### config.mk
export PLATFORM = sky130hd
export DESIGN_NAME = usb_global_event_flags
export DESIGN_NICKNAME = d
export VERILOG_FILES = /design/src/common/usb_event_pkg.sv /design/src/core/usb_event_flag_bit.sv /design/src/core/usb_global_event_flags.sv
export VERILOG_INCLUDE_DIRS = /design/src /design/src/common
export SDC_FILE = /design/constraint.sdc
export NUM_CORES = 1
export LEC_CHECK = 0
export BUFFER_PORTS_ARGS = -buffer_cell sky130_fd_sc_hd__buf_2
export CORE_UTILIZATION = 36
export DETAILED_ROUTE_END_ITERATION = 10
export PLACE_DENSITY = 0.73
export SETUP_SLACK_MARGIN = 0.4
export SLEW_MARGIN = 20
export SYNTH_ARGS = -nofsm -noshare
export SYNTH_HDL_FRONTEND = slang
export SYNTH_HIERARCHICAL = 1
export SYNTH_SLANG_ARGS = --single-unit
### constraint.sdc
create_clock -name clk_sys -period 1.1 [get_ports clk_sys]
set_clock_uncertainty 0.15 [all_clocks]
set_input_delay 0.33 -clock clk_sys [delete_from_list [all_inputs] [get_ports clk_sys]]
set_output_delay 0.33 -clock clk_sys [all_outputs]
set_load 0.01 [all_outputs]
### src/common/usb_event_defines.svh
// Offsets, bit positions and reset values of the USB event flag block
`ifndef USB_EVENT_DEFINES_SVH
`define USB_EVENT_DEFINES_SVH
`define EVT_FLAGS_ADDR 8'hbd
`define EVT_ENABLE_ADDR 8'hbe
`define BIT_WAKE 5
`define BIT_RESET_END 4
`define BIT_FRAME 3
`define BIT_SUSPEND 0
`define EVT_FLAGS_MASK 8'h39
`define EVT_FLAGS_RESET 8'h00
`define EVT_ENABLE_RESET 8'h10
`endif

### src/common/usb_event_pkg.sv
// Types shared by the USB event flag block
package usb_event_pkg;
	typedef struct packed {
		logic wake;
		logic reset_end;
		logic frame;
		logic suspend;
	} evt_vec_t;

	typedef struct packed {
		logic wr;
		logic rd;
		logic [7:0] addr;
		logic [7:0] wdata;
	} sfr_req_t;
endpackage : usb_event_pkg

### src/core/usb_event_flag_bit.sv
// One sticky event flag with write-zero clear, set over clear
module usb_event_flag_bit
(
	// System
	input wire logic clk_sys,
	input wire logic rstn,
	// Control
	input wire logic set_pulse,
	input wire logic clr_pulse,
	// State
	output logic flag_q
);
	always_ff @(posedge clk_sys or negedge rstn)
	begin
		if (!rstn)
			flag_q <= 1'b0;
		else if (set_pulse)
			flag_q <= 1'b1;
		else if (clr_pulse)
			flag_q <= 1'b0;
	end
endmodule : usb_event_flag_bit

### src/core/usb_global_event_flags.sv
// Global USB event flag register with enables and shared interrupt
`include "usb_event_defines.svh"
module usb_global_event_flags
	import usb_event_pkg::*;
(
	// System
	input wire logic clk_sys,
	input wire logic rstn,
	// Events from the protocol engine; bus_suspended and upstream_resume are levels, the rest one-cycle pulses
	input wire logic line_active,
	input wire logic bus_suspended,
	input wire logic upstream_resume,
	input wire logic reset_end_evt,
	input wire logic frame_start_evt,
	input wire logic suspend_evt,
	// Special-function register port
	input wire sfr_req_t sfr_req,
	output logic [7:0] sfr_rdata,
	// Interrupt and flag view
	output logic usb_irq,
	output evt_vec_t usb_event_flags
);
	evt_vec_t set_v;
	evt_vec_t clr_v;
	evt_vec_t en_q;
	logic flags_wr;
	logic en_wr;
	logic [7:0] flags_rd;
	logic [7:0] en_rd;
	localparam logic [7:0] en_reset_val = `EVT_ENABLE_RESET;

	assign flags_wr = sfr_req.wr && sfr_req.addr == `EVT_FLAGS_ADDR;
	assign en_wr = sfr_req.wr && sfr_req.addr == `EVT_ENABLE_ADDR;

	// Own upstream resume never counts as wake
	assign set_v.wake = bus_suspended && line_active && !upstream_resume;
	assign set_v.reset_end = reset_end_evt;
	assign set_v.frame = frame_start_evt;
	assign set_v.suspend = suspend_evt;

	// Writing zero to a flag bit clears it; writing one leaves it
	assign clr_v.wake = flags_wr && !sfr_req.wdata[`BIT_WAKE];
	assign clr_v.reset_end = flags_wr && !sfr_req.wdata[`BIT_RESET_END];
	assign clr_v.frame = flags_wr && !sfr_req.wdata[`BIT_FRAME];
	assign clr_v.suspend = flags_wr && !sfr_req.wdata[`BIT_SUSPEND];

	genvar gi;
	generate
		for (gi = 0; gi < 4; gi++)
		begin : g_flag
			usb_event_flag_bit u_flag
			(
				.clk_sys(clk_sys),
				.rstn(rstn),
				.set_pulse(set_v[gi]),
				.clr_pulse(clr_v[gi]),
				.flag_q(usb_event_flags[gi])
			);
		end
	endgenerate

	// Enable register
	always_ff @(posedge clk_sys or negedge rstn)
	begin
		if (!rstn)
		begin
			en_q.wake <= en_reset_val[`BIT_WAKE];
			en_q.reset_end <= en_reset_val[`BIT_RESET_END];
			en_q.frame <= en_reset_val[`BIT_FRAME];
			en_q.suspend <= en_reset_val[`BIT_SUSPEND];
		end
		else if (en_wr)
		begin
			en_q.wake <= sfr_req.wdata[`BIT_WAKE];
			en_q.reset_end <= sfr_req.wdata[`BIT_RESET_END];
			en_q.frame <= sfr_req.wdata[`BIT_FRAME];
			en_q.suspend <= sfr_req.wdata[`BIT_SUSPEND];
		end
	end

	assign usb_irq = |(usb_event_flags & en_q);

	// Reserved positions always zero
	always_comb
	begin
		flags_rd = 8'h00;
		flags_rd[`BIT_WAKE] = usb_event_flags.wake;
		flags_rd[`BIT_RESET_END] = usb_event_flags.reset_end;
		flags_rd[`BIT_FRAME] = usb_event_flags.frame;
		flags_rd[`BIT_SUSPEND] = usb_event_flags.suspend;
		en_rd = 8'h00;
		en_rd[`BIT_WAKE] = en_q.wake;
		en_rd[`BIT_RESET_END] = en_q.reset_end;
		en_rd[`BIT_FRAME] = en_q.frame;
		en_rd[`BIT_SUSPEND] = en_q.suspend;
	end

	always_ff @(posedge clk_sys or negedge rstn)
	begin
		if (!rstn)
			sfr_rdata <= 8'h00;
		else if (sfr_req.rd && sfr_req.addr == `EVT_FLAGS_ADDR)
			sfr_rdata <= flags_rd;
		else if (sfr_req.rd && sfr_req.addr == `EVT_ENABLE_ADDR)
			sfr_rdata <= en_rd;
		else
			sfr_rdata <= 8'h00;
	end

	// Flags follow their events
	a_wake_set: assert property (
		@(posedge clk_sys) disable iff (!rstn)
		set_v.wake |=> usb_event_flags.wake)
		else $error("wake flag not set");

	a_wake_own_resume: assert property (
		@(posedge clk_sys) disable iff (!rstn)
		!usb_event_flags.wake && upstream_resume && !flags_wr
		|=> !usb_event_flags.wake)
		else $error("wake flag set by own resume");

	a_no_wake_awake: assert property (
		@(posedge clk_sys) disable iff (!rstn)
		!bus_suspended && !usb_event_flags.wake
		|=> !usb_event_flags.wake)
		else $error("wake flag set while not suspended");

	a_reset_end_set: assert property (
		@(posedge clk_sys) disable iff (!rstn)
		reset_end_evt |=> usb_event_flags.reset_end)
		else $error("reset end flag not set");

	a_frame_set: assert property (
		@(posedge clk_sys) disable iff (!rstn)
		frame_start_evt |=> usb_event_flags.frame)
		else $error("frame flag not set");

	a_suspend_set: assert property (
		@(posedge clk_sys) disable iff (!rstn)
		suspend_evt |=> usb_event_flags.suspend)
		else $error("suspend flag not set");

	// Interrupt gating
	a_irq_wake: assert property (
		@(posedge clk_sys) disable iff (!rstn)
		usb_event_flags.wake && en_q.wake |-> usb_irq)
		else $error("wake interrupt missing");

	a_irq_reset_end: assert property (
		@(posedge clk_sys) disable iff (!rstn)
		usb_event_flags.reset_end && en_q.reset_end |-> usb_irq)
		else $error("reset end interrupt missing");

	a_irq_frame: assert property (
		@(posedge clk_sys) disable iff (!rstn)
		usb_event_flags.frame && en_q.frame |-> usb_irq)
		else $error("frame interrupt missing");

	a_irq_suspend: assert property (
		@(posedge clk_sys) disable iff (!rstn)
		usb_event_flags.suspend && en_q.suspend |-> usb_irq)
		else $error("suspend interrupt missing");

	a_irq_quiet: assert property (
		@(posedge clk_sys) disable iff (!rstn)
		(usb_event_flags & en_q) == 4'h0 |-> !usb_irq)
		else $error("spurious interrupt");

	a_enable_write: assert property (
		@(posedge clk_sys) disable iff (!rstn)
		en_wr |=> en_q == {$past(sfr_req.wdata[`BIT_WAKE]),
		$past(sfr_req.wdata[`BIT_RESET_END]),
		$past(sfr_req.wdata[`BIT_FRAME]),
		$past(sfr_req.wdata[`BIT_SUSPEND])})
		else $error("enable write lost");

	// Clearing and holding
	a_flag_hold: assert property (
		@(posedge clk_sys) disable iff (!rstn)
		!flags_wr |=> usb_event_flags >= $past(usb_event_flags) &&
		(usb_event_flags & $past(usb_event_flags)) == $past(usb_event_flags))
		else $error("flag lost without write");

	a_clear_on_write: assert property (
		@(posedge clk_sys) disable iff (!rstn)
		(clr_v & ~set_v) != 4'h0 |=>
		(usb_event_flags & $past(clr_v & ~set_v)) == 4'h0)
		else $error("flag not cleared by write");

	a_set_over_clear: assert property (
		@(posedge clk_sys) disable iff (!rstn)
		(set_v & clr_v) != 4'h0 |=>
		(usb_event_flags & $past(set_v & clr_v)) == $past(set_v & clr_v))
		else $error("clear beat a set");

	// Read path
	a_reserved_zero: assert property (
		@(posedge clk_sys) disable iff (!rstn)
		(sfr_rdata & ~`EVT_FLAGS_MASK) == 8'h00)
		else $error("reserved bit reads one");

	a_read_flags: assert property (
		@(posedge clk_sys) disable iff (!rstn)
		sfr_req.rd && sfr_req.addr == `EVT_FLAGS_ADDR |=>
		sfr_rdata == {2'b00, $past(usb_event_flags.wake),
		$past(usb_event_flags.reset_end), $past(usb_event_flags.frame),
		2'b00, $past(usb_event_flags.suspend)})
		else $error("flag read mismatch");

	// Scenarios worth seeing

	c_wake_irq: cover property (@(posedge clk_sys) disable iff (!rstn)
		set_v.wake && en_q.wake ##1 usb_irq);
	c_frame_clear: cover property (@(posedge clk_sys) disable iff (!rstn)
		usb_event_flags.frame ##1 clr_v.frame ##1 !usb_event_flags.frame);
	c_set_and_clear: cover property (@(posedge clk_sys) disable iff (!rstn)
		suspend_evt && clr_v.suspend);
	c_suspend_irq: cover property (@(posedge clk_sys) disable iff (!rstn)
		suspend_evt && en_q.suspend ##1 usb_irq);
	c_own_resume: cover property (@(posedge clk_sys) disable iff (!rstn)
		bus_suspended && line_active && upstream_resume);
endmodule : usb_global_event_flags

==> results of run 1 <==
## logic make-up (layout without fill, tap and decap cells)
group	Yosys count	in the layout	share of synthesized area, %
DFF	12	12	51.0
muxes	4	4	10.1
AOI/OAI and AO/OA	10	10	12.7
and+or+nand+nor	18	18	16.1
other	1	4	0.634
buffers and inverters	9	55	9.51
## placed cells by master, fill, tap and decap left out
| master | synthesis | routed |
|---|---|---|
| conb_1 | 1 | 4 |
| nand4_1 | 1 | 1 |
| inv_1 | 4 | 4 |
| and3_4 | 1 | 2 |
| clkbuf_4 | 0 | 3 |
| buf_6 | 1 | 14 |
| and4b_2 | 0 | 1 |
| nand3_4 | 0 | 1 |
| clkbuf_8 | 0 | 1 |
| nor2_1 | 9 | 7 |
| mux2_4 | 4 | 4 |
| a22oi_2 | 0 | 6 |
| nor2_2 | 0 | 2 |
| buf_2 | 0 | 25 |
| dfstp_2 | 1 | 1 |
| nand2_1 | 2 | 2 |
| buf_4 | 4 | 8 |
| nor2b_2 | 1 | 2 |
| a21o_1 | 4 | 4 |
| dfrtp_1 | 11 | 11 |
## per-layer routing
layer  track usage, %  up-vias  wire, um
met3             6.90        2        95
met4             6.88        0        10
li1                 -      275         -
met5                0        -         0
met1             21.0      274       640
met2             28.3       21       812
## metrics by stage
step                instance area [sq um]  hold slack [ps]  utilization, %
floorplan                             606             -116               -
global placement                      817             64.5            53.6
detailed placement                    817             68.0            53.6
CTS                                   956             -232            62.7
global route                         1020             -220            66.7
finish                               1020             -232            66.7
## worst max-delay path, cell delays in order (launching register included)
cell,delay [ps]
dfrtp_1,390
a22oi_2,210
nand2_1,80
buf_2,140
## repair_timing
action | CTS | global route
setup buffers | 2 | 4
pin swaps | 5 | 5
gates resized for setup | 19 | 8
setup endpoints to repair | 21 | 21
hold endpoints to repair | 11 | 11
## cell type report
class	instances	area [sq um]
tap	16	20.0
clock buffer	4	36.3
timing repair buffer	47	343
fill	114	507
sequential	12	302
multi-input combinational	36	302
inverter	4	15.0
## sequential cells by signal (all words and copies together), names as in the netlist
name                  count
g_flag.u_flag/flag_q      4
en_q                      4
sfr_rdata                 4
## how the worst max path moves through the flow
stage | from | end | slack, ps | cells after the start
after global placement | sfr_req[14] | en_q[3] | -490 | 4
after CTS | en_q[2] | usb_irq | -460 | 3
after detailed placement | sfr_req[14] | en_q[3] | -540 | 4
final | g_flag[2].u_flag/flag_q | usb_irq | -480 | 3
after global routing | g_flag[2].u_flag/flag_q | usb_irq | -550 | 3
after floorplan | sfr_req[14] | en_q[0] | -310 | 4
## cell usage after synthesis (2+ instances only)
master | number | area, sq um
a21o_1 | 4 | 30.0
a22oi_1 | 6 | 45.0
buf_4 | 4 | 30.0
dfrtp_1 | 11 | 275
inv_1 | 4 | 15.0
mux2_4 | 4 | 60.1
nand2_1 | 2 | 7.51
nor2_1 | 9 | 33.8
## power breakdown
part,switching [mW],total [mW],internal [mW]
clock,0.149,0.351,0.201
combinational,0.0697,0.155,0.0849
sequential,0.00554,0.455,0.450
==> results.md, run 1 <==
- Status: finished with violations
- Failing checks: hold timing, setup timing
- Pre-CTS worst setup slack: -543 ps
- Main synth FF type: dfrtp_1
- H-Tree Depth: 1
- CTS tree: yes
- Row count: 14
- ANT nets after route: 0
- Worst Path Max Fanout: 2
- Gpl congestion: around 0.77
- Fin crit share: 143%
- Pwr/cell area: 944 nW/um^2
- Max-cap violations: 0
- Placed Instances: roughly 110
- Worst VDD drop: 0.855 mV
- Area grow syn2layout: 71.9%
- Worst hold path type: input port to async pin
- Total CTS buffers: 3
- Non-Filler Instances: 119
- Vias in the first global route: 490
- NumNets Final: 130
- Clk pin slew, worst setup/hold paths: 80 ps
- Cells after Synth: 54
- Hold Fails Final Rpt: 11
- R2r worst-path depth: 6
- Routed vias: 572
- Clk root buf: clkbuf_4
- Seq/Total Area, Yosys: between 50 and 60%
- Core Box Area: 1520 sq um
- Syn avg cell area: 11.0 sq um
- DPL Wire Length: 1060 um
- Yosys reg bits: 12
- Fmax: 635 MHz
- Critical register-to-register path startpoint: g_flag[3].u_flag/flag_q
- 1st-pass router iterations: 3
- CP required: 620 ps
- Ys Warns: 6
- # DRC: 0
- Post-synth EDFFs: 0
- Longest Clk Path Bufs: 2
- Die Area: approximately 1800 sq um
- Drt wl/cell: 13.1 um
- Unique masters post-synth: 18
- Setup TNS Final: -3550 ps
- Critical R2R Capture: sfr_rdata[5]
- Final wirelength: about 1600 um
- Grt ovf: 0
- Worst setup EP type: primary output
- N_diodes: 0
- Vias per cell: 4.81
- First DRT Iteration DRCs: 9
- CP Class: register to primary output
- Reg2Reg Setup Slack: -200 ps
- Post-route minimum period: 1580 ps
- Initial Util: 38.8%
- Tot Pwr: 961 uW
- Leak Pwr: approximately 0.5 nW
- Fraction of registers with async set or reset after synthesis: 100%
- Worst Slack Setup Final: -475 ps
- Die width: 42.5 um
- Final hold slack: -232 ps
- Proportion of layout cells with a drive suffix above 1: between 60 and 70%
- Cell area after synthesis: 592 sq um
- IO Port Bufs: 30
- Ports: 39
- Global-route wire length before repair: 2300 um
- Largest net degree at the start of global routing: 13
- Final setup fails: 20
- CTS Sinks: 12
- Initial antenna violation count: 0
- GRT Util Overall: roughly 18%
- Max-slew violations: 0
- Clk_lat worst skew: 270 ps
- RSZ-0062 raised after global routing: true
- Chip height: between 40 and 50 um
- Startpoint Class: register
- Crit path DAT: 1100 ps
No activity file was read; power rests on OpenSTA's default activity.
==> run 2, diff against run 1 <==
--- a/config.mk
+++ b/config.mk
@@ -7,6 +7,7 @@
 export NUM_CORES = 1
 export LEC_CHECK = 0
 export BUFFER_PORTS_ARGS = -buffer_cell sky130_fd_sc_hd__buf_2
+export CORE_MARGIN = 5
 export CORE_UTILIZATION = 36
 export DETAILED_ROUTE_END_ITERATION = 10
 export PLACE_DENSITY = 0.73
==> results.md, run 2 (synthesis results as in run 1) <==
- CP required: 620 ps (about the same)
- Grt ovf: 0 (unchanged)
- Worst setup EP type: primary output
- Clk root buf: clkbuf_4
- Chip height: 50.5 um (+19%)
- Leak Pwr: 0.516 nW (+4.1%)
- IO Port Bufs: 30 (unchanged)
- Logic pwr share: 15.9% (-0.2 points)
- Status: finished with violations
- Worst VDD drop: 0.651 mV (-24%)
- Initial antenna violation count: 0 (unchanged)
- Most frequent cells in the layout: buf_2, buf_6, dfrtp_1
- Post-route minimum period: 1570 ps (-8.60 ps)
- CTS tree: yes
- Vias per cell: 4.97 (+3.3%)
- Final setup fails: 20 (unchanged)
- Max incr delay on CP: 540 ps (+150 ps)
- Area grow syn2layout: 77.0%
- Ports: 39 (unchanged)
- Sw Ratio: 24.1% (+0.73 points)
- Net Switching: 234 uW (+4.4%)
- Top flop regs: en_q (4), g_flag.u_flag/flag_q (4), sfr_rdata (4)
- Pwr/cell area: 929 nW/um^2 (-1.7%)
- CP Class: register to primary output
- DPL Wire Length: 1260 um (+19%)
- Worst hold path type: input port to async pin
- Int Power: 738 uW (+0.28%)
- RSZ-0062 raised after global routing: true
- Fin crit share: 142% (-0.78 points)
- Hold Fails Final Rpt: 11 (unchanged)
- CTS Sinks: 12 (unchanged)
- Max-slew violations: 0 (unchanged)
- Fmax: 638 MHz (+0.55%)
- Largest net degree at the start of global routing: 13 (unchanged)
- Drt wl/cell: 14.4 um (+9.6%)
- Die Area: 2550 sq um (+41%)
- Crit path DAT: 1090 ps (about the same)
- Commonest non-fill, non-tap cell in the layout: buf_2
- Routed vias: 606 (+5.9%)
- 1st-pass router iterations: 4 (+1)
- Slowest-stage cell, CP: dfstp_2
- Failing checks: hold timing, setup timing
- Startpoint Class: register
- Reg2Reg Setup Slack: -140 ps (+60 ps)
- Non-Filler Instances: 122 (+2.5%)
- Final wirelength: 1750 um (+12%)
- NumNets Final: 133 (+2.3%)
- H-Tree Depth: 1 (unchanged)
- First DRT Iteration DRCs: 9 (unchanged)
- Vias in the first global route: 579 (+18%)
- Critical-path cell list: a22oi_2, nand2_1, buf_2
- GRT Util Overall: 14.1% (-3.5 points)
- Worst Path Buf+Inv: 1 (unchanged)
- Clock power frac: 37.2% (+0.7 points)
- Worst Path Max Fanout: 2 (unchanged)
- Total CTS buffers: 3 (unchanged)
- Worst Slack Setup Final: -467 ps (+8.60 ps)
- Proportion of layout cells with a drive suffix above 1: 67.0% (-0.98 points)
- Reg power frac: 46.9% (-0.5 points)
- Largest delay share family, worst path: flip-flops
- Max-cap violations: 0 (unchanged)
- Clk pin slew, worst setup/hold paths: 80 ps (about the same)
- Placed Instances: 110 (+0.92%)
- Clk_lat worst skew: 280 ps (about the same)
- # DRC: 0 (unchanged)
- Longest Clk Path Bufs: 2 (unchanged)
- Die width: 50.5 um (+19%)
- Final hold slack: -237 ps (-5.14 ps)
- Row count: 14 (unchanged)
- N_diodes: 0 (unchanged)
- ANT nets after route: 0 (unchanged)
- Initial Util: 38.4% (-0.44 points)
- Global-route wire length before repair: 2710 um (+18%)
- Gpl congestion: 0.781 (+1.1%)
- Core Box Area: 1540 sq um (+1.1%)
[run 2: worst paths after layout]
| kind | startpoint | cells past startpoint | endpoint |
|---|---|---|---|
| min reg2reg | g_flag[3].u_flag/flag_q | 2 | g_flag[3].u_flag/flag_q |
| max | en_q[2] | 3 | usb_irq |
| max in group asynchronous | rstn | 1 | en_q[2] |
| min in group clk_sys | suspend_evt | 2 | g_flag[0].u_flag/flag_q |
| max reg2reg | g_flag[0].u_flag/flag_q | 5 | sfr_rdata[0] |
| min | rstn | 1 | sfr_rdata[3] |
[run 2: final cells by class]
cell class	count	area, sq um
Clock buffer	4	36.3
Fill cell	122	494
Inverter	4	15.0
Multi-Input combinational cell	36	305
Sequential cell	12	302
Tap cell	16	20.0
Timing Repair Buffer	50	369
[run 2: repair_timing]
item                                   CTS  global route
resized for setup                       19             9
setup buffers                            3             5
cloned                                   0             0
endpoints found under the hold margin   11            11
pin swaps                                5             2
setup endpoints to repair               21            21
[run 2: per-layer routing]
layer  part of all wire (%)  vias to the layer above  routed length, um  global-route usage, %
met5                      0                        -                  0                      0
met4                    1.7                        0                 29                   8.51
met3                    7.7                        2                134                   2.37
met2                     53                       25                931                   24.6
met1                     37                      295                655                   15.6
li1                       -                      284                  -                      -
[run 2: power by group through the flow]
| stage | sequential [mW] | combinational, mW | clock (mW) |
|---|---|---|---|
| finish | 0.456 | 0.155 | 0.362 |
| global route | 0.457 | 0.170 | 0.387 |
| CTS | 0.455 | 0.146 | 0.366 |
| detailed placement | 0.463 | 0.131 | 0 |
| global placement | 0.462 | 0.128 | 0 |
| floorplan | 0.464 | 0.0571 | 0 |
[run 2: metrics by stage]
| step | total power [mW] | setup WS [ps] | setup TNS, ps | utilization (%) | cell area [sq um] |
|---|---|---|---|---|---|
| after floorplan | 0.521 | -315 | -1840 | - | 606 |
| after global placement | 0.590 | -434 | -4250 | 53.5 | 825 |
| after detailed placement | 0.594 | -484 | -4710 | 53.5 | 825 |
| after CTS | 0.967 | -475 | -2850 | 63.2 | 975 |
| after global routing | 1.01 | -522 | -4220 | 67.9 | 1050 |
| final | 0.973 | -467 | -3660 | 67.9 | 1050 |
